===== config.mk =====
export PLATFORM = sky130hd
export DESIGN_NAME = trigger_delay_down_counter_flat
export DESIGN_NICKNAME = d
export VERILOG_FILES = /design/src/delay_pkg.sv /design/src/delay_bus_if.sv /design/src/trigger_delay_down_counter.sv /design/src/flat_wrapper.sv
export SDC_FILE = /design/constraint.sdc
export NUM_CORES = 1
export LEC_CHECK = 0
export BUFFER_PORTS_ARGS = -buffer_cell sky130_fd_sc_hd__buf_2
export CAP_MARGIN = 15
export CORE_ASPECT_RATIO = 1.75
export CORE_MARGIN = 1.5
export CORE_UTILIZATION = 50
export DETAILED_ROUTE_END_ITERATION = 16
export PLACE_DENSITY = 0.72
export SLEW_MARGIN = 20
export SYNTH_ARGS = -nofsm -noshare
export SYNTH_HDL_FRONTEND = slang
export SYNTH_SLANG_ARGS = --single-unit

===== constraint.sdc =====
create_clock -name ref_clk -period 2.6 [get_ports ref_clk]
set_input_delay 0.26 -clock ref_clk [delete_from_list [all_inputs] [get_ports ref_clk]]
set_output_delay 0.26 -clock ref_clk [all_outputs]
set_load 0.1 [all_outputs]

===== src/delay_pkg.sv =====
// Shared constants for the trigger-delay down counter and its bus master.
// Assumes one 10 MHz clock; timebase pulses arrive as one-cycle strobes.
package delay_pkg;
  // ----------------------------------------
  // Bus addresses
  // ----------------------------------------
  localparam logic [15:0] ADDR_COUNT_UPPER = 16'h8085;
  localparam logic [15:0] ADDR_COUNT_LOWER = 16'h8086;
  localparam logic [15:0] ADDR_CONVERTER = 16'h8086;
  // ----------------------------------------
  // Counting figures
  // ----------------------------------------
  localparam int PULSES_PER_DIV = 25;
  localparam logic [2:0] PRESCALE_DIV = 3'h5;
  localparam int ZERO_DELAY_DIVS = 10;
  localparam logic [7:0] ZERO_DELAY_TICKS = 8'(ZERO_DELAY_DIVS * PULSES_PER_DIV / int'(PRESCALE_DIV));
  localparam logic [15:0] COUNT_RESET = 16'h0000;
  localparam logic [7:0] CONVERTER_RESET = 8'h00;
  localparam int SAMPLE_RANGE_DIVS = 100;
  localparam int SAMPLE_CODES_PER_DIV = 2;
  localparam logic [6:0] SAMPLE_MAX_DIVS = 7'(SAMPLE_RANGE_DIVS);
  // ----------------------------------------
  // Bus write timing, in clock cycles
  // ----------------------------------------
  localparam logic [1:0] WR_STROBE_CYCLES = 2'h2;
  // ----------------------------------------
  // Modes
  // ----------------------------------------
  typedef enum logic [1:0] {
    MODE_DIRECT = 2'h0,
    MODE_CCD = 2'h1,
    MODE_SAMPLING = 2'h3
  } capture_mode_t;
endpackage


===== src/delay_bus_if.sv =====
// Processor system bus between the bus master and the trigger-delay block.
// Write-only bus; the master alone drives every signal.
`timescale 1ns/1ns
interface delay_bus_if;
  import delay_pkg::*;
  logic [15:0] addr;
  logic [7:0] data;
  logic io_sel_n;
  logic wr_n;
  capture_mode_t mode;
  logic slow_sel;
  modport host (output addr, output data, output io_sel_n, output wr_n, output mode,
    output slow_sel);
  modport dev (input addr, input data, input io_sel_n, input wr_n, input mode,
    input slow_sel);
endinterface


===== src/trigger_delay_down_counter.sv =====
// Trigger-delay down counter: prescaler, four-stage down counter, enable
// logic and the sampling-mode converter register.
// Assumes all inputs synchronous to ref_clk and timebase pulses one cycle long.
//
// Function
// Either timebase gives 25 pulses per division
// Slow below 125 kHz, fast above, merged
// Divide-by-five prescaler clocks the down counter
// First write at 8086 loads lower stages
// Second write at 8085 loads upper stages
// Count enable needs armed state and trigger rise
// Next timebase pulse syncs and starts prescaler
// Zero count clears enable, stops prescaler
// Load-block low during reload keeps blocked
// After load, next trigger re-arms counting
// Blocked after finishing drives delayed trigger high
// Sampling mode: converter written at 8086
// Converter register holds until next write
// Software codes two steps per division
// Zero delay still gives ten divisions
// Counter path only in direct and CCD
// Four 4-bit stages, 8 bits per write
// Selected timebase follows setting, other idle
`timescale 1ns/1ns
module trigger_delay_down_counter
(
  input wire logic ref_clk,
  input wire logic rst_n,
  delay_bus_if.dev bus,
  input wire logic fast_timebase_pulses,
  input wire logic slow_timebase_pulses,
  input wire logic trigger_stretch_pulse,
  output logic delay_count_enable_n,
  output logic load_block_pulse_n,
  output logic delayed_trigger,
  output logic [7:0] delay_converter_output
);
  import delay_pkg::*;
  // ----------------------------------------
  // Bus write decode
  // ----------------------------------------
  logic wr_n_q;
  logic wr_take;
  logic sampling;
  logic wr_lower;
  logic wr_upper;
  logic wr_conv;
  always_ff @(posedge ref_clk or negedge rst_n)
  begin
    if (!rst_n)
    begin
      wr_n_q <= 1'b1;
    end
    else
    begin
      wr_n_q <= bus.wr_n;
    end
  end
  // One write per falling strobe edge, however long the strobe stands
  assign wr_take = wr_n_q && !bus.wr_n && !bus.io_sel_n;
  assign sampling = (bus.mode == MODE_SAMPLING);
  always_comb
  begin
    wr_lower = 1'b0;
    wr_upper = 1'b0;
    wr_conv = 1'b0;
    if (wr_take && bus.addr == ADDR_CONVERTER && sampling)
    begin
      wr_conv = 1'b1;
    end
    else if (wr_take && bus.addr == ADDR_COUNT_LOWER)
    begin
      wr_lower = 1'b1;
    end
    else if (wr_take && bus.addr == ADDR_COUNT_UPPER)
    begin
      wr_upper = 1'b1;
    end
  end
  // ----------------------------------------
  // Converter register
  // ----------------------------------------
  always_ff @(posedge ref_clk or negedge rst_n)
  begin
    if (!rst_n)
    begin
      delay_converter_output <= CONVERTER_RESET;
    end
    else if (wr_conv)
    begin
      delay_converter_output <= bus.data;
    end
  end
  // ----------------------------------------
  // Reload sequence
  // ----------------------------------------
  logic loading_q;
  // Low from the lower-half write until the upper-half write
  always_ff @(posedge ref_clk or negedge rst_n)
  begin
    if (!rst_n)
    begin
      loading_q <= 1'b0;
    end
    else if (wr_lower)
    begin
      loading_q <= 1'b1;
    end
    else if (wr_upper)
    begin
      loading_q <= 1'b0;
    end
  end
  assign load_block_pulse_n = !loading_q;
  // ----------------------------------------
  // Timebase selection
  // ----------------------------------------
  logic tb_pulse;
  // Unselected source is gated off entirely
  assign tb_pulse = bus.slow_sel ? slow_timebase_pulses : fast_timebase_pulses;
  // ----------------------------------------
  // Enable flip-flop and trigger edge
  // ----------------------------------------
  logic trig_q;
  logic trig_rise;
  logic done_q;
  logic arm_ok;
  logic count_en_q;
  logic finish;
  always_ff @(posedge ref_clk or negedge rst_n)
  begin
    if (!rst_n)
    begin
      trig_q <= 1'b0;
    end
    else
    begin
      trig_q <= trigger_stretch_pulse;
    end
  end
  assign trig_rise = trigger_stretch_pulse && !trig_q;
  // Reset input of the enable flip-flop: high only when loaded and not finished
  assign arm_ok = load_block_pulse_n && !done_q && !wr_lower;
  always_ff @(posedge ref_clk or negedge rst_n)
  begin
    if (!rst_n)
    begin
      count_en_q <= 1'b0;
    end
    else if (!arm_ok || finish)
    begin
      count_en_q <= 1'b0;
    end
    else if (trig_rise && !sampling)
    begin
      count_en_q <= 1'b1;
    end
  end
  assign delay_count_enable_n = !count_en_q;
  // ----------------------------------------
  // Synchronising flip-flop and prescaler
  // ----------------------------------------
  logic sync_q;
  logic [2:0] pre_q;
  logic tick;
  always_ff @(posedge ref_clk or negedge rst_n)
  begin
    if (!rst_n)
    begin
      sync_q <= 1'b0;
    end
    else if (!count_en_q || finish)
    begin
      sync_q <= 1'b0;
    end
    else if (tb_pulse)
    begin
      sync_q <= 1'b1;
    end
  end
  // Five timebase pulses per tick: 25 per division gives 5 ticks per division
  assign tick = sync_q && tb_pulse && (pre_q == PRESCALE_DIV - 3'h1);
  always_ff @(posedge ref_clk or negedge rst_n)
  begin
    if (!rst_n)
    begin
      pre_q <= 3'h0;
    end
    else if (!sync_q || tick)
    begin
      pre_q <= 3'h0;
    end
    else if (tb_pulse)
    begin
      pre_q <= pre_q + 3'h1;
    end
  end
  // ----------------------------------------
  // Down counter and fixed offset
  // ----------------------------------------
  logic [15:0] count_q;
  logic [15:0] load_q;
  logic [7:0] offset_q;
  // Ends on the tick that empties offset and count together: load N gives 50 + N ticks
  assign finish = tick && (offset_q == 8'h00 ? count_q == 16'h0001 :
    (offset_q == 8'h01 && count_q == 16'h0000));
  // Stages are reloaded from the last written value at every arming
  always_ff @(posedge ref_clk or negedge rst_n)
  begin
    if (!rst_n)
    begin
      load_q <= COUNT_RESET;
    end
    else if (wr_lower)
    begin
      load_q[7:0] <= bus.data;
    end
    else if (wr_upper)
    begin
      load_q[15:8] <= bus.data;
    end
  end
  always_ff @(posedge ref_clk or negedge rst_n)
  begin
    if (!rst_n)
    begin
      count_q <= COUNT_RESET;
      offset_q <= ZERO_DELAY_TICKS;
    end
    else if (!count_en_q)
    begin
      count_q <= load_q;
      offset_q <= ZERO_DELAY_TICKS;
    end
    else if (tick && offset_q != 8'h00)
    begin
      offset_q <= offset_q - 8'h01;
    end
    else if (tick && count_q != 16'h0000)
    begin
      count_q <= count_q - 16'h0001;
    end
  end
  // ----------------------------------------
  // Finished state and delayed trigger
  // ----------------------------------------
  // Out of reset the counter is unloaded, so it stands blocked
  always_ff @(posedge ref_clk or negedge rst_n)
  begin
    if (!rst_n)
    begin
      done_q <= 1'b1;
    end
    else if (finish)
    begin
      done_q <= 1'b1;
    end
    else if (wr_upper)
    begin
      done_q <= 1'b0;
    end
  end
  always_ff @(posedge ref_clk or negedge rst_n)
  begin
    if (!rst_n)
    begin
      delayed_trigger <= 1'b1;
    end
    else
    begin
      delayed_trigger <= done_q || finish;
    end
  end
endmodule // trigger_delay_down_counter


===== src/flat_wrapper.sv =====
// flat-port wrapper written by rule: the top's interface ports become plain ports
module trigger_delay_down_counter_flat import delay_pkg::*;
  (ref_clk, rst_n, fast_timebase_pulses, slow_timebase_pulses, trigger_stretch_pulse, delay_count_enable_n, load_block_pulse_n, delayed_trigger, delay_converter_output, bus_addr, bus_data, bus_io_sel_n, bus_wr_n, bus_mode, bus_slow_sel);
  delay_bus_if bus_i ();
  input wire logic ref_clk;
  input wire logic rst_n;
  input wire logic fast_timebase_pulses;
  input wire logic slow_timebase_pulses;
  input wire logic trigger_stretch_pulse;
  output logic delay_count_enable_n;
  output logic load_block_pulse_n;
  output logic delayed_trigger;
  output logic [7:0] delay_converter_output;
  input wire logic [$bits(bus_i.addr)-1:0] bus_addr;
  input wire logic [$bits(bus_i.data)-1:0] bus_data;
  input wire logic [$bits(bus_i.io_sel_n)-1:0] bus_io_sel_n;
  input wire logic [$bits(bus_i.wr_n)-1:0] bus_wr_n;
  input wire logic [$bits(bus_i.mode)-1:0] bus_mode;
  input wire logic [$bits(bus_i.slow_sel)-1:0] bus_slow_sel;
  assign bus_i.addr = bus_addr;
  assign bus_i.data = bus_data;
  assign bus_i.io_sel_n = bus_io_sel_n;
  assign bus_i.wr_n = bus_wr_n;
  assign bus_i.mode = bus_mode;
  assign bus_i.slow_sel = bus_slow_sel;
  trigger_delay_down_counter u_core (.ref_clk(ref_clk), .rst_n(rst_n), .bus(bus_i), .fast_timebase_pulses(fast_timebase_pulses), .slow_timebase_pulses(slow_timebase_pulses), .trigger_stretch_pulse(trigger_stretch_pulse), .delay_count_enable_n(delay_count_enable_n), .load_block_pulse_n(load_block_pulse_n), .delayed_trigger(delayed_trigger), .delay_converter_output(delay_converter_output));
endmodule

==> impl_metrics.toml <==
[cts]
insertion_delay_ns = 0.34
postCtsHoldBufs = 0
clock_path_buffers = 2
cts_tree = "yes"
cts_setup_buffers = 0
ctsResizeCount = 0
h-tree-depth = 3
numClockSinks = 58
cts.clk_slew.worst_paths_ns = 0.06
root_buffer = "clkbuf_8"
cts_buffers = 9

[critical_path]
critPathCaptureType = "flip-flop"
start_kind = "flip-flop"
cp.arrival_ns = 2.49
cp.required_ns = 2.83
critPathMaxFanout = 10
critPathKind = "flip-flop to flip-flop"

[sta]
rsz0062_at_grt = "no"
setup_ws_ns = 0.342
hold_viol = 0
finClkSkew_ns = 0.00498
setup_violations = 0
max_freq_mhz = 443
tightest_slew_ns = 0.716
min_period_over_period = 0.868
tns_ns = 0
fin_crit_ns = 2.26
drv_slew = 0
slew_headroom = 0.522

[placement]
dp_cells = 385
place_hpwl_um = 4330
port_buffers = 44
place_congestion = 0.850
pre_cts_ws_ns = 0.262

[synth]
synthArstFlopShare = 1.00
yosysWarnings = 0
yosys.area_share.xor_xnor = 0.0421
synthCells = 267
netlist_area_sq_um = 2910
synthAdderAreaFrac = 0.0301
syn_nets = 308
synth_cell_types = 49
synthMuxAreaShare = 0.104
synth_simple_gate_area_share = 0.193
synth_top_family_by_area = "simple AND/OR/NAND/NOR gates"
synth-seq-cells = 58
ys_seq_area_frac = 0.501
synth-edff-count = 0
synth_compound_area_frac = 0.108
avgSynthCellArea_sq_um = 10.9
synth_top_flop_cell = "dfrtp_1"

[drt]
vias = 2236
drtPass1Iterations = 4
drtIter0Drc = 74
drc = 0
drt-total-wl_um = 5820
antenna_left = 0
routed_via_density = 5.58
routedWlPerCell_um = 14.5

[grt]
grt_pass1_vias = 2234
gr-usage-met1 = 0.206
track_usage = 0.204
met2_usage = 0.356
grt_pass1_wl_um = 9630
antenna_found_initial = 0
grt_max_degree = 59
overflow = 0
grt-busiest-layer = "met2"
grtUsageMet3 = 0.0560

[finish]
final_common_cell = "dfrtp_1"
seq_area_sq_um = 1460
nFillCells = 523
fin_util = 0.613
final_cell_mix = "dfrtp_1, buf_2, nor2_1, mux2_2, nand2_1"
multi_input_area_sq_um = 1390
stdcell_count = 401
area_growth_pct = 17.5
num_antenna_cells = 0
drive_above_1_share = 0.317
fin_nets = 361

[die]
coreArea_sq_um = 5590
placementRows = 36
initial_core_util = 0.522
die_h_um = 104
dieWidth_um = 60.7
dieArea_sq_um = 6310
ios = 45

[pwr]
power_mw = 1.71
p_leak_nw = 1.58
p_per_area_nw_per_um2 = 501
ir_drop_uv = 553

[outcome]
outcome = "finished, final reports clean"

[worst_hold_path]
hold_class = "primary input to flip-flop"

[run]
cap_violations = 0
-- logic make-up after synthesis --
| family | Yosys count |
|---|---|
| AO/OA/AOI/OAI | 40 |
| XOR/XNOR | 14 |
| adder cells (fa/ha/maj) | 7 |
| buffers and inverters | 17 |
| flip-flops | 58 |
| multiplexers | 27 |
| AND/OR/NAND/NOR | 104 |
-- final cells by class --
class,count,area share
tap,76,0.0278
sequential,58,0.426
clock buffer,14,0.0504
inverter,9,0.00987
multi-input combinational,192,0.405
timing repair buffer,50,0.0775
clock inverter,2,0.00292
-- power breakdown --
group	internal (mW)	leakage, nW	switching (mW)
clock network	0.421	0.0965	0.329
registers	0.906	0.782	0.000408
logic	0.0239	0.699	0.0344
-- layer usage --
layer  up-vias  part of all wire  wire [um]
met5         -                 0          0
met4         0             0.033        194
met3        14             0.033        192
met2        43              0.56       3240
met1      1100              0.38       2190
li1       1079                 -          -
-- final timing paths --
kind                                 startpoint            endpoint  slack (ns)  depth (start not counted)
worst max-delay path            u_core.pre_q[0]  u_core.count_q[15]        0.34                          7
worst min-delay path                   bus_wr_n       u_core.wr_n_q        0.03                          1
worst max register to register  u_core.pre_q[0]  u_core.count_q[15]        0.34                          7
worst min register to register    u_core.done_q       u_core.done_q        0.49                          2
max in group asynchronous                 rst_n    u_core.load_q[2]        2.07                          2
min in group asynchronous                 rst_n   u_core.count_q[7]        0.06                          2
-- flip-flops by register name, indices dropped and copies added, names as in the netlist --
register	count
u_core.count_q	16
u_core.load_q	16
u_core.delay_converter_output	8
u_core.offset_q	8
u_core.pre_q	3
u_core.count_en_q	1
u_core.delayed_trigger	1
u_core.done_q	1
u_core.loading_q	1
u_core.sync_q	1
u_core.trig_q	1
u_core.wr_n_q	1
-- cell usage after synthesis (7+ instances only) --
library cell  number  area share
dfrtp_1           52        0.45
nor2_1            32       0.041
mux2_2            25       0.097
nand2_1           17       0.022
a21oi_1           11       0.019
nand3_1           10       0.017
inv_1              9       0.012
ha_1               7       0.030
xnor2_1            7       0.021
xor2_1             7       0.021
-- worst max-delay path: stages, from the launching register on --
cell	delay (ns)
dfrtp_1	0.40
inv_1	0.09
ha_1	0.16
nand3_1	0.15
and4b_4	0.41
o2111ai_4	0.21
or4_1	0.52
a31o_1	0.22
-- metrics by stage --
stage	hold WS, ns	area (sq um)
2_1_floorplan	-0.0356	2910
3_3_place_gp	0.381	3240
3_5_place_dp	0.380	3240
4_1_cts	0.00886	3420
5_1_grt	0.0142	3420
6_report	0.0281	3420
Power figures use the tool's default switching activity.
